==> src/pisw_defs.vh <==
// register offsets, field positions, reset values and timing counts for the
// peripheral interrupt / sleep-wake block; included by the design file only
`ifndef PISW_DEFS_VH
`define PISW_DEFS_VH

// register byte offsets on the AXI4-Lite slave
`define PISW_OFF_INTERRUPT_CONTROL 5'h00
`define PISW_OFF_PERIPH_IRQ_ENABLE_1 5'h04
`define PISW_OFF_PERIPH_IRQ_ENABLE_2 5'h08
`define PISW_OFF_PERIPH_IRQ_FLAGS_1 5'h0c
`define PISW_OFF_PERIPH_IRQ_FLAGS_2 5'h18
`define PISW_OFF_STATUS 5'h10
`define PISW_OFF_WDT_CONTROL 5'h14

// interrupt_control fields
`define PISW_BIT_GLOBAL_IRQ_ENABLE 7
`define PISW_BIT_PERIPHERAL_IRQ_GATE 6
// enable / flag fields
`define PISW_BIT_ADC 6
`define PISW_BIT_SERIAL_PORT 3
`define PISW_BIT_BUS_COLLISION 3
// status fields
`define PISW_BIT_WATCHDOG_EXPIRY 4
`define PISW_BIT_SLEEP_ENTERED 3
`define PISW_BIT_ASLEEP 0
// wdt control fields
`define PISW_BIT_WDT_ENABLE 0
`define PISW_BIT_WDT_SLEEP_RUN 1

// writable masks and reset values
`define PISW_MASK_INTERRUPT_CONTROL 8'hc0
`define PISW_MASK_EN1 8'h48
`define PISW_MASK_EN2 8'h08
`define PISW_MASK_FLAGS1 8'h48
`define PISW_MASK_FLAGS2 8'h08
`define PISW_MASK_WDT_CTRL 8'h03
`define PISW_RESET_REG 8'h00
`define PISW_RESET_WDT_CTRL 8'h00

// low-frequency tick: 31 kHz from 100 MHz, 3225 cycles (integer division)
`define PISW_LF_OSC_KHZ 31
`define PISW_CLK_KHZ 100000
`define PISW_LF_DIV (`PISW_CLK_KHZ / `PISW_LF_OSC_KHZ)
`define PISW_WDT_PERIOD_TICKS 2048

`endif

==> src/pisw_periph_irq_sleep_wake.v <==
// peripheral interrupt enables and flags, gating to the core, and the
// sleep / wake sequencer with watchdog clearing and status flags.
// assumes: one 100 MHz clock, AXI4-Lite master, core gives a one-cycle
// sleep_instr pulse and holds off the next fetch while cpu_clk_en is low.
// pin, brown-out and power-on resets arrive already merged into aresetn;
// event inputs come from logic on aclk and need no synchroniser.
//
// What this block does
// - enable 1 register bit 6 enables the ADC interrupt.
// - enable 1 register bit 3 enables the serial port interrupt.
// - enable 2 register bit 3 enables the bus collision interrupt.
// - flags 1 register bit 6 shows ADC interrupt pending.
// - flags 1 register bit 3 shows serial port interrupt pending.
// - flags 2 register bit 3 shows bus collision pending.
// - unused bits read zero; control, enable and flag bits read/write, reset to zero.
// - peripheral interrupts need the peripheral gate bit set too.
// - flags set on their event regardless of any enable.
// - only the sleep instruction enters power-down.
// - sleep entry clears watchdog; it counts on only if sleep-enabled.
// - sleep entry clears sleep flag, sets expiry flag, stops cpu clock.
// - low-frequency tick and peripherals keep running during sleep.
// - non-watchdog resets work unchanged while asleep.
// - resets wake by reset; watchdog, external, peripheral irq resume.
// - a source wakes only when individually enabled, whatever global enable.
// - the next instruction is prefetched while sleep executes.
// - after wake run next instruction, then vector if global enable set.
// - watchdog cleared whenever sleep is left.
// - pending enabled irq before sleep makes sleep a no-op.
// - irq during sleep: sleep completes, wakes at once, flags updated.
// - control bit 7 is the global interrupt enable.
`timescale 1ns/1ns
`default_nettype none
`include "pisw_defs.vh"

module pisw_periph_irq_sleep_wake #(
    parameter LF_DIV = `PISW_LF_DIV,
    parameter WDT_TICKS = `PISW_WDT_PERIOD_TICKS
) (
    // clock and reset
    input wire aclk,
    input wire aresetn,
    // axi4-lite write address
    input wire [31:0] s_axi_awaddr,
    input wire s_axi_awvalid,
    output reg s_axi_awready,
    // axi4-lite write data
    input wire [31:0] s_axi_wdata,
    input wire [3:0] s_axi_wstrb,
    input wire s_axi_wvalid,
    output reg s_axi_wready,
    // axi4-lite write response
    output reg [1:0] s_axi_bresp,
    output reg s_axi_bvalid,
    input wire s_axi_bready,
    // axi4-lite read address
    input wire [31:0] s_axi_araddr,
    input wire s_axi_arvalid,
    output reg s_axi_arready,
    // axi4-lite read data
    output reg [31:0] s_axi_rdata,
    output reg [1:0] s_axi_rresp,
    output reg s_axi_rvalid,
    input wire s_axi_rready,
    // peripheral events, one-cycle pulses from on-chip logic
    input wire adc_done,
    input wire serial_port_event,
    input wire bus_collision_event,
    // other wake sources (external edge, timer etc.) already enabled
    input wire ext_wake_req,
    // core handshake
    input wire sleep_instr,
    input wire clrwdt_instr,
    output reg cpu_clk_en,
    output reg prefetch_next,
    output reg periph_irq_req,
    output reg vector_req,
    output reg asleep,
    output reg wdt_reset
);

    // ======================================================================
    // state encoding
    localparam [2:0] ST_RUN = 3'b001;
    localparam [2:0] ST_SLEEP = 3'b010;
    localparam [2:0] ST_RESUME = 3'b100;

    // ======================================================================
    // registers
    reg [7:0] interrupt_control_reg;
    reg [7:0] en1_reg;
    reg [7:0] en2_reg;
    reg [7:0] flags1_reg;
    reg [7:0] flags2_reg;
    reg [7:0] wdt_ctrl_reg;
    reg sleep_entered_flag_reg;
    reg watchdog_expiry_flag_reg;
    reg [2:0] state_reg;
    reg [11:0] lf_cnt_reg;
    reg lf_tick_reg;
    reg [23:0] wdt_cnt_reg;
    reg [31:0] awaddr_reg;
    reg [31:0] wdata_reg;
    reg [3:0] wstrb_reg;
    reg aw_held_reg;
    reg w_held_reg;

    wire [7:0] ev1;
    wire [7:0] ev2;
    wire pending_enabled;
    wire wdt_run;
    wire wdt_clear;
    wire wdt_expired;
    wire do_write;
    wire [7:0] wbyte;
    wire [4:0] wsel;
    wire addr_in_block;
    wire reg_wr;
    wire flags1_wr;
    wire flags2_wr;
    wire sleep_go;
    wire wake_event;
    wire wdt_fire;

    // ======================================================================
    // event placement and gating
    assign ev1 = {1'b0, adc_done, 2'b00, serial_port_event, 3'b000};
    assign ev2 = {4'b0000, bus_collision_event, 3'b000};
    // wake uses individual enables only, not the global enable
    assign pending_enabled = (|(flags1_reg & en1_reg))
        | (|(flags2_reg & en2_reg));

    assign wdt_run = wdt_ctrl_reg[`PISW_BIT_WDT_ENABLE] &
        ((state_reg != ST_SLEEP) | wdt_ctrl_reg[`PISW_BIT_WDT_SLEEP_RUN]);
    assign wdt_expired = (wdt_cnt_reg >= WDT_TICKS[23:0]);

    // ======================================================================
    // axi4-lite write path: address and data accepted in either order
    assign do_write = aw_held_reg & w_held_reg & ~s_axi_bvalid;
    assign wbyte = wdata_reg[7:0];
    assign wsel = awaddr_reg[4:0];
    // upper address bits must be zero for any register to respond
    assign addr_in_block = (awaddr_reg[31:5] == 27'h0);
    // registers are one byte wide: a write without lane 0 changes nothing,
    // rather than clearing the register as a zero byte would
    assign reg_wr = do_write & addr_in_block & wstrb_reg[0];
    assign flags1_wr = reg_wr & (wsel == `PISW_OFF_PERIPH_IRQ_FLAGS_1);
    assign flags2_wr = reg_wr & (wsel == `PISW_OFF_PERIPH_IRQ_FLAGS_2);

    always @(posedge aclk) begin
        if (!aresetn) begin
            aw_held_reg <= 1'b0;
            w_held_reg <= 1'b0;
            awaddr_reg <= 32'h0;
            wdata_reg <= 32'h0;
            wstrb_reg <= 4'h0;
            s_axi_awready <= 1'b0;
            s_axi_wready <= 1'b0;
            s_axi_bvalid <= 1'b0;
            s_axi_bresp <= 2'b00;
        end else begin
            s_axi_awready <= ~aw_held_reg & ~s_axi_awready & s_axi_awvalid;
            s_axi_wready <= ~w_held_reg & ~s_axi_wready & s_axi_wvalid;
            if (s_axi_awvalid && s_axi_awready) begin
                aw_held_reg <= 1'b1;
                awaddr_reg <= s_axi_awaddr;
            end
            if (s_axi_wvalid && s_axi_wready) begin
                w_held_reg <= 1'b1;
                wdata_reg <= s_axi_wdata;
                wstrb_reg <= s_axi_wstrb;
            end
            if (do_write) begin
                aw_held_reg <= 1'b0;
                w_held_reg <= 1'b0;
                s_axi_bvalid <= 1'b1;
                // unmapped word answers slverr
                s_axi_bresp <= (addr_in_block && wsel[1:0] == 2'b00 &&
                    wsel <= `PISW_OFF_PERIPH_IRQ_FLAGS_2)
                    ? 2'b00 : 2'b10;
            end else if (s_axi_bvalid && s_axi_bready) begin
                s_axi_bvalid <= 1'b0;
            end
        end
    end

    // ======================================================================
    // control and flag registers
    always @(posedge aclk) begin
        if (!aresetn) begin
            interrupt_control_reg <= `PISW_RESET_REG;
            en1_reg <= `PISW_RESET_REG;
            en2_reg <= `PISW_RESET_REG;
            flags1_reg <= `PISW_RESET_REG;
            flags2_reg <= `PISW_RESET_REG;
            wdt_ctrl_reg <= `PISW_RESET_WDT_CTRL;
        end else begin
            if (reg_wr) begin
                case (wsel)
                    `PISW_OFF_INTERRUPT_CONTROL: begin
                        interrupt_control_reg <= wbyte & `PISW_MASK_INTERRUPT_CONTROL;
                    end
                    `PISW_OFF_PERIPH_IRQ_ENABLE_1: begin
                        en1_reg <= wbyte & `PISW_MASK_EN1;
                    end
                    `PISW_OFF_PERIPH_IRQ_ENABLE_2: begin
                        en2_reg <= wbyte & `PISW_MASK_EN2;
                    end
                    `PISW_OFF_WDT_CONTROL: begin
                        wdt_ctrl_reg <= wbyte & `PISW_MASK_WDT_CTRL;
                    end
                    default: ;
                endcase
            end
            // flags: a hardware set wins over a clearing write in the same
            // cycle, so an event is never lost to software
            if (flags1_wr) begin
                flags1_reg <= (wbyte & `PISW_MASK_FLAGS1) | ev1;
            end else begin
                flags1_reg <= flags1_reg | ev1;
            end
            if (flags2_wr) begin
                flags2_reg <= (wbyte & `PISW_MASK_FLAGS2) | ev2;
            end else begin
                flags2_reg <= flags2_reg | ev2;
            end
        end
    end

    // ======================================================================
    // axi4-lite read path
    always @(posedge aclk) begin
        if (!aresetn) begin
            s_axi_arready <= 1'b0;
            s_axi_rvalid <= 1'b0;
            s_axi_rdata <= 32'h0;
            s_axi_rresp <= 2'b00;
        end else begin
            s_axi_arready <= ~s_axi_rvalid & ~s_axi_arready & s_axi_arvalid;
            if (s_axi_arvalid && s_axi_arready) begin
                s_axi_rvalid <= 1'b1;
                s_axi_rresp <= 2'b00;
                s_axi_rdata <= 32'h0;
                if (s_axi_araddr[31:5] != 27'h0) begin
                    s_axi_rresp <= 2'b10;
                end else begin
                    case (s_axi_araddr[4:0])
                        `PISW_OFF_INTERRUPT_CONTROL:
                            s_axi_rdata <= {24'h0, interrupt_control_reg};
                        `PISW_OFF_PERIPH_IRQ_ENABLE_1:
                            s_axi_rdata <= {24'h0, en1_reg};
                        `PISW_OFF_PERIPH_IRQ_ENABLE_2:
                            s_axi_rdata <= {24'h0, en2_reg};
                        `PISW_OFF_PERIPH_IRQ_FLAGS_1:
                            s_axi_rdata <= {24'h0, flags1_reg};
                        `PISW_OFF_PERIPH_IRQ_FLAGS_2:
                            s_axi_rdata <= {24'h0, flags2_reg};
                        `PISW_OFF_STATUS:
                            s_axi_rdata <= {27'h0,
                                watchdog_expiry_flag_reg,
                                sleep_entered_flag_reg, 2'b00,
                                state_reg == ST_SLEEP};
                        `PISW_OFF_WDT_CONTROL:
                            s_axi_rdata <= {24'h0, wdt_ctrl_reg};
                        default: s_axi_rresp <= 2'b10;
                    endcase
                end
            end else if (s_axi_rvalid && s_axi_rready) begin
                s_axi_rvalid <= 1'b0;
            end
        end
    end

    // ======================================================================
    // low-frequency tick keeps running in every state
    always @(posedge aclk) begin
        if (!aresetn) begin
            lf_cnt_reg <= 12'h000;
            lf_tick_reg <= 1'b0;
        end else if (lf_cnt_reg == LF_DIV[11:0] - 12'h001) begin
            lf_cnt_reg <= 12'h000;
            lf_tick_reg <= 1'b1;
        end else begin
            lf_cnt_reg <= lf_cnt_reg + 12'h001;
            lf_tick_reg <= 1'b0;
        end
    end

    // ======================================================================
    // sleep entry, wake and watchdog decisions
    // a sleep with an enabled flag already pending is a no-op
    // a watchdog reset request outranks a sleep in the same cycle, so the
    // core never sees a reset request while the block reports asleep
    assign wdt_fire = (state_reg == ST_RUN) & wdt_run & wdt_expired;
    assign sleep_go = (state_reg == ST_RUN) & sleep_instr
        & ~pending_enabled & ~wdt_fire;
    // in sleep the count only grows when it is allowed to run there
    assign wake_event = (state_reg == ST_SLEEP)
        & (pending_enabled | ext_wake_req | wdt_expired);
    // the count restarts after its own expiry and while disabled, so the
    // reset request stays a one-cycle pulse
    assign wdt_clear = clrwdt_instr | wdt_fire
        | ~wdt_ctrl_reg[`PISW_BIT_WDT_ENABLE]
        | sleep_go
        | wake_event;

    // ======================================================================
    // sleep / wake sequencer and watchdog

    always @(posedge aclk) begin
        // external pin, brown-out and power-on reach here as aresetn
        if (!aresetn) begin
            state_reg <= ST_RUN;
            sleep_entered_flag_reg <= 1'b1;
            watchdog_expiry_flag_reg <= 1'b1;
            wdt_cnt_reg <= 24'h0;
            cpu_clk_en <= 1'b1;
            prefetch_next <= 1'b0;
            vector_req <= 1'b0;
            asleep <= 1'b0;
            wdt_reset <= 1'b0;
            periph_irq_req <= 1'b0;
        end else begin
            prefetch_next <= 1'b0;
            vector_req <= 1'b0;
            wdt_reset <= 1'b0;
            periph_irq_req <= interrupt_control_reg[`PISW_BIT_GLOBAL_IRQ_ENABLE] &
                interrupt_control_reg[`PISW_BIT_PERIPHERAL_IRQ_GATE] &
                pending_enabled;
            if (wdt_clear) begin
                wdt_cnt_reg <= 24'h0;
            end else if (wdt_run && lf_tick_reg) begin
                wdt_cnt_reg <= wdt_cnt_reg + 24'h1;
            end
            case (state_reg)
                ST_RUN: begin
                    if (wdt_fire) begin
                        wdt_reset <= 1'b1;
                        watchdog_expiry_flag_reg <= 1'b0;
                    end
                    if (sleep_go) begin
                        state_reg <= ST_SLEEP;
                        sleep_entered_flag_reg <= 1'b0;
                        watchdog_expiry_flag_reg <= 1'b1;
                        cpu_clk_en <= 1'b0;
                        asleep <= 1'b1;
                        prefetch_next <= 1'b1;
                    end
                end
                ST_SLEEP: begin
                    // interrupt or watchdog resumes execution
                    if (wake_event) begin
                        state_reg <= ST_RESUME;
                        cpu_clk_en <= 1'b1;
                        asleep <= 1'b0;
                        if (wdt_expired && !pending_enabled && !ext_wake_req)
                            watchdog_expiry_flag_reg <= 1'b0;
                    end
                end
                ST_RESUME: begin
                    // one instruction runs before any vector
                    state_reg <= ST_RUN;
                    vector_req <= interrupt_control_reg[`PISW_BIT_GLOBAL_IRQ_ENABLE];
                end
                default: state_reg <= ST_RUN;
            endcase
        end
    end

endmodule // pisw_periph_irq_sleep_wake
`default_nettype wire

==> config.mk <==
export PLATFORM = sky130hd
export DESIGN_NAME = pisw_periph_irq_sleep_wake
export DESIGN_NICKNAME = d
export VERILOG_FILES = /design/src/pisw_periph_irq_sleep_wake.v
export VERILOG_INCLUDE_DIRS = /design/src /design/src/src
export SDC_FILE = /design/constraint.sdc
export NUM_CORES = 1
export LEC_CHECK = 0
export ABC_AREA = 1
export BUFFER_PORTS_ARGS = -buffer_cell sky130_fd_sc_hd__buf_2
export CORE_ASPECT_RATIO = 0.9
export CORE_MARGIN = 1
export CORE_UTILIZATION = 30
export CTS_CLUSTER_DIAMETER = 30
export CTS_CLUSTER_SIZE = 10
export DETAILED_ROUTE_END_ITERATION = 10
export PLACE_DENSITY = 0.59
export SLEW_MARGIN = 20
export SYNTH_ARGS = -nofsm -noshare
export SYNTH_HDL_FRONTEND = slang
export SYNTH_SLANG_ARGS = --single-unit
==> constraint.sdc <==
create_clock -name aclk -period 2.06 [get_ports aclk]
set_input_delay 0.309 -clock aclk [delete_from_list [all_inputs] [get_ports aclk]]
set_output_delay 0.309 -clock aclk [all_outputs]
set_load 0.01 [all_outputs]
==> flow_summary.json <==
{
  "dpl.cell_count": 1088,
  "final-instance-count-excl-fill": 1105,
  "syn-cell-area_um2": 5320,
  "crit_required_ns": 2.31,
  "slew_viol_final": 0,
  "clock_skew_ns": 0.0146,
  "maxCapViolCount": 0,
  "total_power_uw": 4490,
  "grt_pass1_wl_um": 20100,
  "fin_nets": 981,
  "chipHeight_um": 128,
  "ys_async_sr_fraction": 0,
  "rsz0062_at_grt": "false",
  "gp_congestion": 0.790,
  "placed_area_um2": 5980,
  "overflow": 0,
  "period_share": 0.837,
  "drc_errors": 0,
  "num_rows": 45,
  "start_kind": "register",
  "grt_pass1_vias": 4251,
  "cts_resized": 0,
  "dieArea_um2": 18300,
  "holdWs_ns": 0.172,
  "ios": 160,
  "antenna_left": 0,
  "via_per_inst": 4.45,
  "cts_max_level": 3,
  "cts_tree": "done",
  "power_density_nw_per_um2": 714,
  "ys_seq_area_frac": 0.417,
  "cts.sinks": 111,
  "clock-root-buffer": "clkbuf_16",
  "synth_warnings": 0,
  "endpoint_kind": "register",
  "slew_headroom": 0.591,
  "clk_latency_ns": 0.36,
  "critPathKind": "register to register",
  "clock_path_buffers": 2,
  "report.final.setup_viol": 0,
  "hpwl_um": 9310,
  "dr.pass1.iters": 4,
  "synth_edf_count": 0,
  "outcome": "complete, no violations",
  "die_w_um": 142,
  "area_growth_syn_to_layout_pct": 18.1,
  "tns_ns": 0,
  "antenna_found_initial": 1,
  "yosys.cell_types.count": 38,
  "hold_buffers": 0,
  "p_leak_uw": 0.00266,
  "finalWirelength_um": 12300,
  "peakVddDrop_v": 0.000408,
  "largest_reg_flops": 32,
  "grt_max_degree": 46,
  "ys_seq_elements": 111,
  "cp.arrival_ns": 1.98,
  "hp-class": "input pin to register",
  "period_needed_ns": 1.72,
  "design_area_um2": 6290,
  "core_area_um2": 17100,
  "drt_iter0_markers": 198,
  "synth_ff_type": "dfxtp_1",
  "synthCells": 765,
  "grtUsageTotal": 0.137,
  "port_buffers": 101,
  "initial_utilization": 0.311,
  "via_count": 4920,
  "fmax_ghz": 0.580,
  "clk_pin_slew_ns": 0.08,
  "avgSynthCellArea_um2": 6.96,
  "cts_setup_buffers": 0,
  "hold_viol_final": 0,
  "cts_made_buffers": 9,
  "drive_above_1_share": 0.178,
  "tightestPinTransition_ns": 0.613,
  "avgRoutedWirePerCell_um": 11.1,
  "path_max_fanout": 5
}
cell type report:
cell class | count | area [um^2]
multi-input cells | 550 | 2580
flip-flops and latches | 111 | 2220
inverters | 82 | 308
repair buffers | 110 | 573
fillers | 1868 | 10800
well taps | 235 | 294
clock inverters | 6 | 67.6
clock buffers | 10 | 239
diodes | 1 | 2.50
worst paths after layout:
kind / start / endpoint / slack, ns / cells past startpoint
hold / removal: s_axi_awvalid / s_axi_awready$_SDFF_PN0_ / 0.17 / 3
hold reg to reg: s_axi_awready$_SDFF_PN0_ / s_axi_awready$_SDFF_PN0_ / 0.44 / 1
setup reg to reg: wdt_cnt_reg[0]$_SDFFE_PP0P_ / wdt_cnt_reg[22]$_SDFFE_PP0P_ / 0.34 / 8
setup / recovery: wdt_cnt_reg[0]$_SDFFE_PP0P_ / wdt_cnt_reg[22]$_SDFFE_PP0P_ / 0.34 / 8
synthesized netlist by cell type, types with 7 or more instances:
| master | number | area share |
|---|---|---|
| a21oi_1 | 38 | 0.036 |
| buf_4 | 31 | 0.044 |
| clkbuf_1 | 12 | 0.0085 |
| dfxtp_1 | 111 | 0.42 |
| inv_1 | 81 | 0.057 |
| nand2_1 | 132 | 0.093 |
| nand3_1 | 46 | 0.043 |
| nand3b_1 | 7 | 0.0099 |
| nand4_1 | 20 | 0.024 |
| nor2_1 | 154 | 0.11 |
| nor3_1 | 20 | 0.019 |
| o21ai_0 | 49 | 0.046 |
| xor2_1 | 7 | 0.012 |
per-layer routing:
layer | GRT usage | share of wire | up-vias
met5 | 0 | 0 | -
met4 | 0.0493 | 0.012 | 0
met3 | 0.0264 | 0.048 | 9
met2 | 0.212 | 0.42 | 126
met1 | 0.190 | 0.52 | 2190
li1 | - | - | 2595
kinds of logic after synthesis:
family                     count (synthesis)  synth area share
DFF                                      111             0.417
and+or+nand+nor                          405             0.334
xor gates and xnor gates                  10            0.0165
other                                      1          0.000705
buffers and inverters                    131             0.116
adders and majority gates                  4           0.00940
AOI/OAI and AO/OA                        103             0.106
through the flow:
stage	util	worst slack (ns)
2_1_floorplan	-	0.628
3_3_place_gp	0.349	0.382
3_5_place_dp	0.349	0.330
4_1_cts	0.367	0.326
5_1_grt	0.367	0.188
6_report	0.367	0.336
placed cells by master (no fill, tap or decap), types with 2 or more instances in the layout:
cell	n
nor2_1	154
nand2_1	132
dfxtp_1	111
buf_2	101
inv_1	81
o21ai_0	49
nand3_1	46
a21oi_1	38
conb_1	28
nor3_1	20
nand4_1	20
clkbuf_16	9
buf_4	9
nand3b_1	7
xor2_1	7
a21oi_2	6
nor2_2	5
nand2_2	5
nor3_2	4
or2_2	4
ha_1	4
xnor2_1	3
o21ai_1	3
nor3b_1	3
inv_8	3
o211a_1	2
inv_6	2
critical path, stage by stage (launching register included):
cell     delay, ns
dfxtp_1       0.39
ha_1          0.25
nand3_1       0.11
nor2_2        0.12
inv_1         0.08
nor2_2        0.22
nand3_1       0.20
nor3_1        0.18
nor2_1        0.06
power by group:
group	internal (uW)	switching, uW
Clock	901	901
Sequential	2220	42.6
Combinational	165	259
(Power assumes the default switching activity.)
